File: src/design/pattern_gen_pkg.sv
// Constants, register map and carrier types of the test pattern generator.
// Assumes one clock domain and a byte-wide register port.
// Functional notes
// - Static codes and ramp replace converter samples
// - Converter control bits 4 or 5 reset generators
// - Patterns run each clock the queue accepts, analog input ignored
// - Code 0100 alternates 0x0AAA and 0x0555
// - Code 0101 long sequence, x23+x18+1, seed 0x3AFF
// - Code 0110 short sequence, x9+x5+1, seed 0x0092
// - Code 0111 alternates 0x0FFF and 0x0000
// - Code 1000 sends four user words, repeat/single
// - Sample test bit sends raw converter samples
// - Link control: 4-bit pattern, 2-bit injection point
// - Three injection points: 16, 10, 8 bits
// - Point codes 00 sample, 01 10-bit, 10 8-bit
// - Codes 0001, 0010 alternate fixed word pairs
// - Codes 0011, 0100: 31-bit and 23-bit sequences
// - Codes 0101, 0110: 15-bit and 9-bit sequences
// - Code 0111: 7-bit sequence, seed 0x07
// - Code 1000: ramp sized by injection point
// - Code 1110: user words 1-4 repeating
// - Code 1111: user words once, then zeros
package pattern_gen_pkg;
    localparam logic [11:0] ADDR_SOFT_RESET = 12'h000;
    localparam logic [11:0] ADDR_CONV_TEST  = 12'h550;
    localparam logic [11:0] ADDR_USER_FIRST = 12'h551;
    localparam logic [11:0] ADDR_USER_LAST  = 12'h558;
    localparam logic [11:0] ADDR_SAMPLE_TST = 12'h571;
    localparam logic [11:0] ADDR_LINK_TEST  = 12'h573;
    localparam logic [11:0] ADDR_LINK_LAYER = 12'h574;
    localparam logic [7:0]  SOFT_RESET_CMD  = 8'h81;
    localparam logic [7:0]  REG_RESET       = 8'h00;
    localparam int          CONV_RST_BIT_A  = 4;
    localparam int          CONV_RST_BIT_B  = 5;
    localparam int          CONV_SINGLE_BIT = 7;
    localparam int          SAMPLE_TST_BIT  = 5;
    // Converter test codes
    localparam logic [3:0] C_MID   = 4'h1;
    localparam logic [3:0] C_POS   = 4'h2;
    localparam logic [3:0] C_NEG   = 4'h3;
    localparam logic [3:0] C_CHECK = 4'h4;
    localparam logic [3:0] C_PNL   = 4'h5;
    localparam logic [3:0] C_PNS   = 4'h6;
    localparam logic [3:0] C_TOG   = 4'h7;
    localparam logic [3:0] C_USER  = 4'h8;
    localparam logic [3:0] C_RAMP  = 4'hF;
    localparam logic [13:0] V_MID   = 14'h0000;
    localparam logic [13:0] V_POS   = 14'h07FF;
    localparam logic [13:0] V_NEG   = 14'h0800;
    localparam logic [13:0] V_CHK_A = 14'h0AAA;
    localparam logic [13:0] V_CHK_B = 14'h0555;
    localparam logic [13:0] V_TOG_A = 14'h0FFF;
    localparam logic [11:0] CONV_RAMP_MAX = 12'hFFF;
    // Link test codes
    localparam logic [3:0] L_CHECK = 4'h1;
    localparam logic [3:0] L_TOG   = 4'h2;
    localparam logic [3:0] L_PN31  = 4'h3;
    localparam logic [3:0] L_PN23  = 4'h4;
    localparam logic [3:0] L_PN15  = 4'h5;
    localparam logic [3:0] L_PN9   = 4'h6;
    localparam logic [3:0] L_PN7   = 4'h7;
    localparam logic [3:0] L_RAMP  = 4'h8;
    localparam logic [3:0] L_UREP  = 4'hE;
    localparam logic [3:0] L_USNG  = 4'hF;
    localparam logic [15:0] V_LCHK_A = 16'h5555;
    localparam logic [15:0] V_LCHK_B = 16'hAAAA;
    localparam logic [15:0] V_LTOG_B = 16'hFFFF;
    // Injection points
    localparam logic [1:0] P_SAMPLE = 2'b00;
    localparam logic [1:0] P_PHY10  = 2'b01;
    localparam logic [1:0] P_SCR8   = 2'b10;
    localparam logic [15:0] MASK_16 = 16'hFFFF;
    localparam logic [15:0] MASK_10 = 16'h03FF;
    localparam logic [15:0] MASK_8  = 16'h00FF;
    // Sequence lengths, taps and seeds
    localparam logic [31:0] SEED_PN31 = 32'h0003AFFF;
    localparam logic [31:0] SEED_PN23 = 32'h00003AFF;
    localparam logic [31:0] SEED_PN15 = 32'h000003AF;
    localparam logic [31:0] SEED_PN9  = 32'h00000092;
    localparam logic [31:0] SEED_PN7  = 32'h00000007;
    localparam int CONV_BITS = 14;
    typedef struct packed {
        logic [15:0] data;
        logic [1:0]  point;
    } link_word_t;
endpackage

File: src/design/pattern_gen.sv
// Test pattern generator for the converter and serial link output path.
// Assumes samples and register accesses synchronous to i_clk; the link
// consumer drains the output queue with valid/ready.
`timescale 1ns/100ps

module pattern_fifo #(
    parameter int WIDTH = 18,
    parameter int DEPTH = 16
) (
    input  wire logic             i_clk,
    input  wire logic             i_rst,
    input  wire logic             i_in_valid,
    output logic                  o_in_ready,
    input  wire logic [WIDTH-1:0] i_in_data,
    output logic                  o_out_valid,
    input  wire logic             i_out_ready,
    output logic [WIDTH-1:0]      o_out_data
);
    localparam int AW = $clog2(DEPTH);
    logic [WIDTH-1:0] mem [DEPTH];
    logic [AW-1:0]    wr_ptr;
    logic [AW-1:0]    rd_ptr;
    logic [AW:0]      count;
    logic [AW:0]      next_count;
    wire push = i_in_valid && o_in_ready;
    wire pop  = (count != '0) && (!o_out_valid || i_out_ready);
    assign next_count = count + (AW+1)'(push) - (AW+1)'(pop);

    always_ff @(posedge i_clk) begin
        if (push) begin
            mem[wr_ptr] <= i_in_data;
        end
    end

    always_ff @(posedge i_clk) begin
        if (i_rst) begin
            wr_ptr      <= '0;
            rd_ptr      <= '0;
            count       <= '0;
            o_in_ready  <= 1'b0;
            o_out_valid <= 1'b0;
            o_out_data  <= '0;
        end else begin
            wr_ptr     <= wr_ptr + AW'(push);
            rd_ptr     <= rd_ptr + AW'(pop);
            count      <= next_count;
            o_in_ready <= next_count != (AW+1)'(DEPTH);
            if (pop) begin
                o_out_valid <= 1'b1;
                o_out_data  <= mem[rd_ptr];
            end else if (i_out_ready) begin
                o_out_valid <= 1'b0;
            end
        end
    end
endmodule // pattern_fifo

module pattern_gen #(
    parameter int FIFO_DEPTH = 16
) (
    input  wire logic        i_clk,
    input  wire logic        i_rst,
    input  wire logic        i_reg_wr,
    input  wire logic        i_reg_rd,
    input  wire logic [11:0] i_reg_addr,
    input  wire logic [7:0]  i_reg_wdata,
    output logic      [7:0]  o_reg_rdata,
    input  wire logic        i_adc_valid,
    input  wire logic [11:0] i_adc_data,
    output logic             o_adc_ready,
    output logic             o_link_valid,
    input  wire logic        i_link_ready,
    output logic      [15:0] o_link_data,
    output logic      [1:0]  o_link_point
);
    logic [7:0]  conv_ctrl;
    logic [7:0]  user_byte [8];
    logic [7:0]  sample_ctrl;
    logic [7:0]  link_ctrl;
    logic [7:0]  layer_ctrl;
    logic [3:0]  prev_conv_code;
    logic [3:0]  prev_link_code;
    logic [31:0] conv_pn;
    logic [31:0] link_pn;
    logic [13:0] conv_word;
    logic [11:0] conv_ramp;
    logic [15:0] link_ramp;
    logic        conv_phase;
    logic        link_phase;
    logic [1:0]  conv_uidx;
    logic        conv_udone;
    logic [1:0]  link_uidx;
    logic        link_udone;
    logic        fifo_ready;
    pattern_gen_pkg::link_word_t fifo_in;
    pattern_gen_pkg::link_word_t fifo_out;

    // Advances a Fibonacci sequence n bits; bit 0 leaves first, so the
    // seed is sent from its low end; returns {word, next state} and the
    // word holds the leaving bits with the first one highest
    function automatic logic [47:0] pn_adv(input logic [31:0] s,
                                           input int len, input int tap,
                                           input int n);
        logic [31:0] v;
        logic [15:0] w;
        logic        nb;
        v  = s;
        w  = 16'h0000;
        nb = 1'b0;
        for (int i = 0; i < 16; i++) begin
            if (i < n) begin
                w        = {w[14:0], v[0]};
                nb       = v[0] ^ v[len-tap];
                v        = {1'b0, v[31:1]};
                v[len-1] = nb;
            end
        end
        return {w, v};
    endfunction

    // Register decode
    wire wr_soft   = i_reg_wr && i_reg_addr == pattern_gen_pkg::ADDR_SOFT_RESET;
    wire soft_rst  = wr_soft && i_reg_wdata == pattern_gen_pkg::SOFT_RESET_CMD;
    wire wr_conv   = i_reg_wr && i_reg_addr == pattern_gen_pkg::ADDR_CONV_TEST;
    wire wr_sample = i_reg_wr && i_reg_addr == pattern_gen_pkg::ADDR_SAMPLE_TST;
    wire wr_link   = i_reg_wr && i_reg_addr == pattern_gen_pkg::ADDR_LINK_TEST;
    wire wr_layer  = i_reg_wr && i_reg_addr == pattern_gen_pkg::ADDR_LINK_LAYER;
    wire in_user   = i_reg_addr >= pattern_gen_pkg::ADDR_USER_FIRST &&
                     i_reg_addr <= pattern_gen_pkg::ADDR_USER_LAST;
    wire [2:0] user_sel = 3'(i_reg_addr - pattern_gen_pkg::ADDR_USER_FIRST);
    // A zero write cannot leave link test mode; only a soft or hard reset clears link_ctrl
    wire link_wr_ok = wr_link && (i_reg_wdata != 8'h00 || link_ctrl == 8'h00);

    wire [3:0] conv_code   = conv_ctrl[3:0];
    wire [3:0] link_code   = link_ctrl[3:0];
    wire [1:0] link_point  = link_ctrl[5:4];
    wire       conv_single = conv_ctrl[pattern_gen_pkg::CONV_SINGLE_BIT];
    wire       pn_hold     = conv_ctrl[pattern_gen_pkg::CONV_RST_BIT_A] ||
                             conv_ctrl[pattern_gen_pkg::CONV_RST_BIT_B];
    wire       sample_test = sample_ctrl[pattern_gen_pkg::SAMPLE_TST_BIT];

    wire conv_known = conv_code inside {pattern_gen_pkg::C_MID,
        pattern_gen_pkg::C_POS, pattern_gen_pkg::C_NEG,
        pattern_gen_pkg::C_CHECK, pattern_gen_pkg::C_PNL,
        pattern_gen_pkg::C_PNS, pattern_gen_pkg::C_TOG,
        pattern_gen_pkg::C_USER, pattern_gen_pkg::C_RAMP};
    wire link_known = (link_code >= pattern_gen_pkg::L_CHECK &&
                       link_code <= pattern_gen_pkg::L_RAMP) ||
                      link_code == pattern_gen_pkg::L_UREP ||
                      link_code == pattern_gen_pkg::L_USNG;
    wire point_ok   = link_point != 2'b11;
    wire link_on    = link_known && point_ok;
    wire test_on    = conv_known || link_on;
    // Patterns advance each clock the queue accepts, analog valid or not
    wire step       = fifo_ready && (test_on || i_adc_valid);

    // Width of the injected word follows the injection point
    wire [15:0] point_mask =
        (link_point == pattern_gen_pkg::P_PHY10) ? pattern_gen_pkg::MASK_10 :
        (link_point == pattern_gen_pkg::P_SCR8)  ? pattern_gen_pkg::MASK_8  :
                                                   pattern_gen_pkg::MASK_16;
    wire [4:0] point_bits =
        (link_point == pattern_gen_pkg::P_PHY10) ? 5'd10 :
        (link_point == pattern_gen_pkg::P_SCR8)  ? 5'd8  : 5'd16;

    // Converter sequence: length and tap by code
    wire conv_long = conv_code == pattern_gen_pkg::C_PNL;
    wire [31:0] conv_seed = conv_long ? pattern_gen_pkg::SEED_PN23
                                      : pattern_gen_pkg::SEED_PN9;
    wire [47:0] conv_pn_step = conv_long ?
        pn_adv(conv_pn, 23, 18, pattern_gen_pkg::CONV_BITS) :
        pn_adv(conv_pn, 9, 5, pattern_gen_pkg::CONV_BITS);
    wire [31:0] conv_pn_next = conv_pn_step[31:0];

    // Link sequence table
    logic [31:0] link_seed;
    logic [47:0] link_pn_next;
    always_comb begin
        case (link_code)
            pattern_gen_pkg::L_PN31: begin
                link_seed    = pattern_gen_pkg::SEED_PN31;
                link_pn_next = pn_adv(link_pn, 31, 28, int'(point_bits));
            end
            pattern_gen_pkg::L_PN23: begin
                link_seed    = pattern_gen_pkg::SEED_PN23;
                link_pn_next = pn_adv(link_pn, 23, 18, int'(point_bits));
            end
            pattern_gen_pkg::L_PN15: begin
                link_seed    = pattern_gen_pkg::SEED_PN15;
                link_pn_next = pn_adv(link_pn, 15, 14, int'(point_bits));
            end
            pattern_gen_pkg::L_PN9: begin
                link_seed    = pattern_gen_pkg::SEED_PN9;
                link_pn_next = pn_adv(link_pn, 9, 5, int'(point_bits));
            end
            default: begin
                link_seed    = pattern_gen_pkg::SEED_PN7;
                link_pn_next = pn_adv(link_pn, 7, 6, int'(point_bits));
            end
        endcase
    end

    wire [15:0] conv_user = {user_byte[{conv_uidx, 1'b1}],
                             user_byte[{conv_uidx, 1'b0}]};
    wire [15:0] link_user = {user_byte[{link_uidx, 1'b1}],
                             user_byte[{link_uidx, 1'b0}]};

    // Converter pattern selection
    logic [13:0] conv_sel;
    always_comb begin
        case (conv_code)
            pattern_gen_pkg::C_MID:   conv_sel = pattern_gen_pkg::V_MID;
            pattern_gen_pkg::C_POS:   conv_sel = pattern_gen_pkg::V_POS;
            pattern_gen_pkg::C_NEG:   conv_sel = pattern_gen_pkg::V_NEG;
            pattern_gen_pkg::C_CHECK: conv_sel = conv_phase ?
                pattern_gen_pkg::V_CHK_B : pattern_gen_pkg::V_CHK_A;
            pattern_gen_pkg::C_PNL,
            pattern_gen_pkg::C_PNS:   conv_sel = conv_pn_step[45:32];
            pattern_gen_pkg::C_TOG:   conv_sel = conv_phase ?
                14'h0000 : pattern_gen_pkg::V_TOG_A;
            pattern_gen_pkg::C_USER:  conv_sel = conv_udone ?
                14'h0000 : conv_user[15:2];
            pattern_gen_pkg::C_RAMP:  conv_sel = {2'b00, conv_ramp};
            default:                  conv_sel = {2'b00, i_adc_data};
        endcase
    end
    // Sample test carries the raw converter sample untouched
    wire [13:0] next_conv_word = sample_test ? {2'b00, i_adc_data}
                                             : conv_sel;

    // Link pattern selection
    logic [15:0] link_sel;
    always_comb begin
        case (link_code)
            pattern_gen_pkg::L_CHECK: link_sel = link_phase ?
                pattern_gen_pkg::V_LCHK_B : pattern_gen_pkg::V_LCHK_A;
            pattern_gen_pkg::L_TOG:   link_sel = link_phase ?
                pattern_gen_pkg::V_LTOG_B : 16'h0000;
            pattern_gen_pkg::L_RAMP:  link_sel = link_ramp;
            pattern_gen_pkg::L_UREP:  link_sel =
                link_user >> (5'd16 - point_bits);
            pattern_gen_pkg::L_USNG:  link_sel = link_udone ? 16'h0000 :
                link_user >> (5'd16 - point_bits);
            default:                  link_sel = link_pn_next[47:32];
        endcase
    end
    wire [15:0] next_link_word = link_on ? (link_sel & point_mask)
                                         : {next_conv_word, 2'b00};

    wire [1:0] word_point = link_on ? link_point : pattern_gen_pkg::P_SAMPLE;
    assign fifo_in = '{data: next_link_word, point: word_point};

    wire conv_restart = conv_code != prev_conv_code || pn_hold;
    wire link_restart = link_code != prev_link_code || pn_hold;

    // Register file
    always_ff @(posedge i_clk) begin
        if (i_rst || soft_rst) begin
            conv_ctrl   <= pattern_gen_pkg::REG_RESET;
            sample_ctrl <= pattern_gen_pkg::REG_RESET;
            link_ctrl   <= pattern_gen_pkg::REG_RESET;
            layer_ctrl  <= pattern_gen_pkg::REG_RESET;
            for (int i = 0; i < 8; i++) begin
                user_byte[i] <= pattern_gen_pkg::REG_RESET;
            end
        end else begin
            if (wr_conv)    conv_ctrl   <= i_reg_wdata;
            if (wr_sample)  sample_ctrl <= i_reg_wdata;
            if (link_wr_ok) link_ctrl   <= i_reg_wdata;
            if (wr_layer)   layer_ctrl  <= i_reg_wdata;
            if (i_reg_wr && in_user) user_byte[user_sel] <= i_reg_wdata;
        end
    end

    wire [7:0] rd_mux =
        (i_reg_addr == pattern_gen_pkg::ADDR_CONV_TEST)  ? conv_ctrl   :
        (i_reg_addr == pattern_gen_pkg::ADDR_SAMPLE_TST) ? sample_ctrl :
        (i_reg_addr == pattern_gen_pkg::ADDR_LINK_TEST)  ? link_ctrl   :
        (i_reg_addr == pattern_gen_pkg::ADDR_LINK_LAYER) ? layer_ctrl  :
        in_user ? user_byte[user_sel] : 8'h00;

    always_ff @(posedge i_clk) begin
        if (i_rst) begin
            o_reg_rdata <= 8'h00;
        end else if (i_reg_rd) begin
            o_reg_rdata <= rd_mux;
        end
    end

    // Generator state
    always_ff @(posedge i_clk) begin
        if (i_rst) begin
            prev_conv_code <= 4'h0;
            prev_link_code <= 4'h0;
            conv_pn        <= pattern_gen_pkg::SEED_PN9;
            link_pn        <= pattern_gen_pkg::SEED_PN7;
            conv_ramp      <= 12'h000;
            link_ramp      <= 16'h0000;
            conv_phase     <= 1'b0;
            link_phase     <= 1'b0;
            conv_uidx      <= 2'd0;
            conv_udone     <= 1'b0;
            link_uidx      <= 2'd0;
            link_udone     <= 1'b0;
            conv_word      <= 14'h0000;
        end else begin
            prev_conv_code <= conv_code;
            prev_link_code <= link_code;
            if (conv_restart) begin
                conv_pn    <= conv_seed;
                conv_ramp  <= 12'h000;
                conv_phase <= 1'b0;
                conv_uidx  <= 2'd0;
                conv_udone <= 1'b0;
            end else if (step) begin
                conv_word      <= next_conv_word;
                conv_pn        <= conv_pn_next;
                conv_ramp      <= conv_ramp + 12'h001;
                conv_phase     <= !conv_phase;
                conv_uidx      <= conv_uidx + 2'd1;
                if (conv_uidx == 2'd3 && conv_single) conv_udone <= 1'b1;
            end
            if (link_restart) begin
                link_pn    <= link_seed;
                link_ramp  <= 16'h0000;
                link_phase <= 1'b0;
                link_uidx  <= 2'd0;
                link_udone <= 1'b0;
            end else if (step) begin
                link_pn    <= link_pn_next[31:0];
                link_ramp  <= (link_ramp + 16'h0001) & point_mask;
                link_phase <= !link_phase;
                link_uidx  <= link_uidx + 2'd1;
                if (link_uidx == 2'd3 && link_code == pattern_gen_pkg::L_USNG)
                    link_udone <= 1'b1;
            end
        end
    end

    pattern_fifo #(
        .WIDTH ($bits(pattern_gen_pkg::link_word_t)),
        .DEPTH (FIFO_DEPTH)
    ) u_fifo (
        .i_clk       (i_clk),
        .i_rst       (i_rst),
        .i_in_valid  (step && !conv_restart && !link_restart),
        .o_in_ready  (fifo_ready),
        .i_in_data   (fifo_in),
        .o_out_valid (o_link_valid),
        .i_out_ready (i_link_ready),
        .o_out_data  (fifo_out)
    );

    assign o_adc_ready  = fifo_ready;
    assign o_link_data  = fifo_out.data;
    assign o_link_point = fifo_out.point;

    // Checks
    a_mid_code: assert property (@(posedge i_clk) disable iff (i_rst)
        step && !conv_restart && !sample_test &&
        conv_code == pattern_gen_pkg::C_MID |=> conv_word == 14'h0000)
        else $error("midscale code gave nonzero word");
    a_pos_code: assert property (@(posedge i_clk) disable iff (i_rst)
        step && !conv_restart && !sample_test &&
        conv_code == pattern_gen_pkg::C_POS |=> conv_word == 14'h07FF)
        else $error("positive full scale word wrong");
    a_check_alt: assert property (@(posedge i_clk) disable iff (i_rst)
        step && !conv_restart && !sample_test && conv_phase &&
        conv_code == pattern_gen_pkg::C_CHECK |=> conv_word == 14'h0555)
        else $error("checkerboard second word wrong");
    a_toggle_alt: assert property (@(posedge i_clk) disable iff (i_rst)
        step && !conv_restart && !sample_test && !conv_phase &&
        conv_code == pattern_gen_pkg::C_TOG |=> conv_word == 14'h0FFF)
        else $error("toggle first word wrong");
    a_pn_held: assert property (@(posedge i_clk) disable iff (i_rst)
        pn_hold |=> conv_pn == $past(conv_seed))
        else $error("sequence not held at seed");
    a_single_end: assert property (@(posedge i_clk) disable iff (i_rst)
        conv_udone && step && !conv_restart && !sample_test &&
        conv_code == pattern_gen_pkg::C_USER |=> conv_word == 14'h0000)
        else $error("single user pass did not end in zeros");
    a_exit_soft: assert property (@(posedge i_clk) disable iff (i_rst)
        link_ctrl != 8'h00 && !soft_rst |=> link_ctrl != 8'h00)
        else $error("link test left without soft reset");
    a_ramp_width: assert property (@(posedge i_clk) disable iff (i_rst)
        link_code == pattern_gen_pkg::L_RAMP &&
        link_point == pattern_gen_pkg::P_SCR8 ##1
        link_code == pattern_gen_pkg::L_RAMP |-> link_ramp[15:8] == 8'h00)
        else $error("ramp exceeds octet width");
    a_seed_load: assert property (@(posedge i_clk) disable iff (i_rst)
        link_code != prev_link_code |=> link_pn == $past(link_seed))
        else $error("link sequence not restarted");
endmodule // pattern_gen

File: config.mk
export PLATFORM = sky130hd
export DESIGN_NAME = pattern_gen
export DESIGN_NICKNAME = d
export VERILOG_FILES = /design/src/design/pattern_gen_pkg.sv /design/src/design/pattern_gen.sv
export SDC_FILE = /design/constraint.sdc
export NUM_CORES = 1
export LEC_CHECK = 0
export BUFFER_PORTS_ARGS = -buffer_cell sky130_fd_sc_hd__buf_2
export CORE_MARGIN = 1
export CORE_UTILIZATION = 52
export CTS_CLUSTER_DIAMETER = 150
export DETAILED_ROUTE_END_ITERATION = 6
export GPL_ROUTABILITY_DRIVEN = 0
export PLACE_DENSITY_LB_ADDON = 0.15
export SKIP_CTS_REPAIR_TIMING = 1
export SYNTH_ARGS = -nofsm -noshare
export SYNTH_HDL_FRONTEND = slang
export SYNTH_SLANG_ARGS = --single-unit
File: constraint.sdc
create_clock -name i_clk -period 3.75 [get_ports i_clk]
set_input_delay 0.9375 -clock i_clk [delete_from_list [all_inputs] [get_ports i_clk]]
set_output_delay 0.9375 -clock i_clk [all_outputs]
set_load 0.005 [all_outputs]
==> impl_results.md <==
* Die height at 230 µm
* Gr usage total at 28.3%
* Critical Path Source: conv_ctrl[2]
* Clock Skew at 65.9 ps
* Req. time, crit path at 4230 ps
* Async set-reset flop share out of synthesis at 0%
* Vias in the first global route at 18500
* Nets at 2353
* Reg area at 0.0141 mm²
* Tmin final at 3310 ps
* Cell count after synthesis at 2232
* Worst slew margin at 11.3%
* Max clock buf depth at 3
* Detail Placement HPWL at 51500 µm
* Worst hold slack at 450 ps
* Clock insertion delay at the later pin of the skew report at 650 ps
* Post-Syn Area at 0.0271 mm²
* Clock power frac at 34.1%
* Final period util at 88.4%
* Combinational power share at 22.7%
* Port bufs at 65
* First-pass GRT wire length at 114000 µm
* Internal power at 11.5 mW
* R2R Path End: u_fifo.o_in_ready
* Synth Net Count at 2293
* DRT antenna net count at 0
* Synth area leader: edfxtp_1
* Final setup violation count at 0
* Critical Path Fanout Max at 18
* Diode count at 0
* Root Driver: clkbuf_16
* WP depth at 13
* Die W at 230 µm
* Worst Path Buf+Inv at 2
* Register area share after synthesis at 52.1%
* Commonest cells after routing, fill and taps aside: 352 x edfxtp_1, 174 x dfxtp_1, 165 x nor2_1
* Rows at 83
* Reg-to-Reg Start: conv_ctrl[2]
* Fmax at 302 MHz
* CTS sink cnt at 528
* # DRC at 0
* Post-synth EDFFs at 352
* Max Slew Vio Count at 0
* Post-synth cell types at 91
* Ys Warns at 0
* Synthesis-to-finish area growth at 12.5%
* Layout cell share with drive strength beyond 1 at 20.8%
* Max_cap viols at 0
* RSZ-0062 raised after global routing: no
* Yosys top cell area share at 39.0%
* Io pins at 66
* Multi-input gate area at 0.0123 mm²
* Share of power burned in registers at 43.2%
* Setup TNS at 0 ps
* Pre-antenna DRT Iters at 6
* Via/cell ratio at 6.38
* Critical-path cell list: xnor2_1 -> nand3_1 -> or2_2 -> nor3_4 -> ha_1 -> inv_1 -> fa_1 -> inv_1 -> a21oi_1 -> nor2_1 -> nor2_1 -> xnor2_1 -> o31a_1
* Worst-path clk slew at 60 ps
* Critical path's top delay family: simple AND/OR/NAND/NOR gates
* Core area at 0.0514 mm²
* #FFs+latches synth at 528
* Slowest stage cell, crit path: dfxtp_1
* Commonest non-fill, non-tap cell in the layout: edfxtp_1
* Largest stage delay, worst path at 660 ps
* GRT overflow at 0
* Num CTS Buffers at 55
* Status: complete, no violations
* CTS tree: done
* Initial Utilization at 52.7%
* Largest net degree at the start of global routing at 75
* Worst Hold Class: register to register
* P_sw at 4.59 mW
* Vias at 19200
* Switching share of total power at 28.6%
* Top post-synthesis cells by area: edfxtp_1 39%, dfxtp_1 13%, mux4_2 12%
* Iter 0 DRT Violations at 2237
* Max H-tree Level at 2
* Total die area at 0.0530 mm²
* Leak Pwr at 10.7 nW
* Worst slack, placed at 188 ps
* Routed length per instance at 24.7 µm
* Power Dens Cells at 528 mW/mm²
* Maximum VDD drop at 0.422 mV
* Critical path endpoint category: register
* Startpoint type of the worst setup path: register
* Syn_area_per_cell at 12.1 µm²
* Flop2flop setup slack at 440 ps
* Worst slew pin tran at 1330 ps
* Critical path class: register to register
* Ys flop type: edfxtp_1
* Worst Setup EP: u_fifo.o_in_ready
* Fill cells at 4112
* Fin. Hold Viols at 0
* Antenna violations before repair at 0
* Crit path DAT at 3790 ps
* Cell depth of the worst flop-to-flop path at 13
* Routed wire length at 74600 µm
* Post-route setup slack at 436 ps
## power by group through the flow
stage	Combinational [mW]	Clock, mW	Sequential [mW]
floorplan	2.85	0	6.71
global placement	3.58	0	7.07
detailed placement	3.62	0	7.07
CTS	3.65	5.58	6.95
global route	3.92	5.80	7.00
finish	3.65	5.47	6.95
## cell families after synthesis
kind of cell,share of synthesized area [%]
mux,15.6
buf+inv,3.26
simple gates,12.1
xor+xnor,5.21
fa+ha+maj,1.09
compound gates,10.7
flops,52.1
## layer usage
layer	up-vias	share of wire [%]	track usage (%)	routed length, µm
met4	0	2.9	8.98	2190
met3	174	8.3	5.08	6210
met5	-	0	0	0
li1	8576	-	-	-
met2	961	47	44.3	34800
met1	9533	42	39.9	31400
## flip-flops by register name (all words and copies together) (netlist names), 2 cells and up, named ones only
name,flops
u_fifo.rd_ptr,4
link_uidx,2
link_ctrl,8
u_fifo.wr_ptr,4
u_fifo.mem,288
u_fifo.o_out_data,18
prev_link_code,4
o_reg_rdata,8
conv_ctrl,8
link_ramp,16
prev_conv_code,4
conv_pn,23
layer_ctrl,8
link_pn,32
u_fifo.count,5
conv_ramp,12
user_byte,64
sample_ctrl,8
conv_uidx,2
## synth_stat cells (16+ instances only)
master	count
a21oi_1	102
and3_1	20
nor2b_1	20
a22oi_1	29
buf_2	54
o21ai_0	80
o22ai_1	19
o221ai_1	16
edfxtp_1	352
a221oi_1	21
nor3_1	16
o211ai_1	30
xnor2_1	65
mux4_2	141
ha_1	22
xor2_1	83
dfxtp_1	176
nor2_1	177
buf_1	22
nand3_1	59
clkbuf_1	111
mux2i_1	95
nand4_1	21
nand2_1	158
inv_1	26
and2_1	79
## cell type report
class / count / area share [%]
clock buffers: 71 / 4.75
clock inverters: 32 / 1.22
inverters: 28 / 0.345
multi-input cells: 1488 / 40.3
flip-flops and latches: 528 / 46.3
well taps: 680 / 2.80
repair buffers: 191 / 4.31
## worst min path at each step
stage / startpoint / to / slack (ps) / cells after the start
2_1_floorplan: conv_pn[22] / conv_pn[22] / 430 / 2
3_3_place_gp: conv_pn[22] / conv_pn[22] / 440 / 2
3_5_place_dp: conv_pn[22] / conv_pn[22] / 450 / 2
4_1_cts: conv_pn[22] / conv_pn[22] / 460 / 2
5_1_grt: layer_ctrl[1] / layer_ctrl[1] / 470 / 2
6_report: conv_pn[22] / conv_pn[22] / 450 / 2
## stage by stage
stage | instance area, µm² | total power [mW] | utilization [%] | instances
6_report | 30400 | 16.1 | 59.2 | 3018
5_1_grt | 30400 | 16.7 | 59.2 | 3018
4_1_cts | 30400 | 16.2 | 59.2 | 3018
3_5_place_dp | 28600 | 10.7 | 55.7 | 2915
3_3_place_gp | 28600 | 10.7 | 55.7 | 2915
2_1_floorplan | 27100 | 9.56 | - | 2232
## tightest hold or removal path, cell delays in order (launching register included)
cell and delay, ps:
dfxtp_1 310, nand2_1 50, a21oi_1 50
Note: power is estimated with default switching activity, not from simulation.
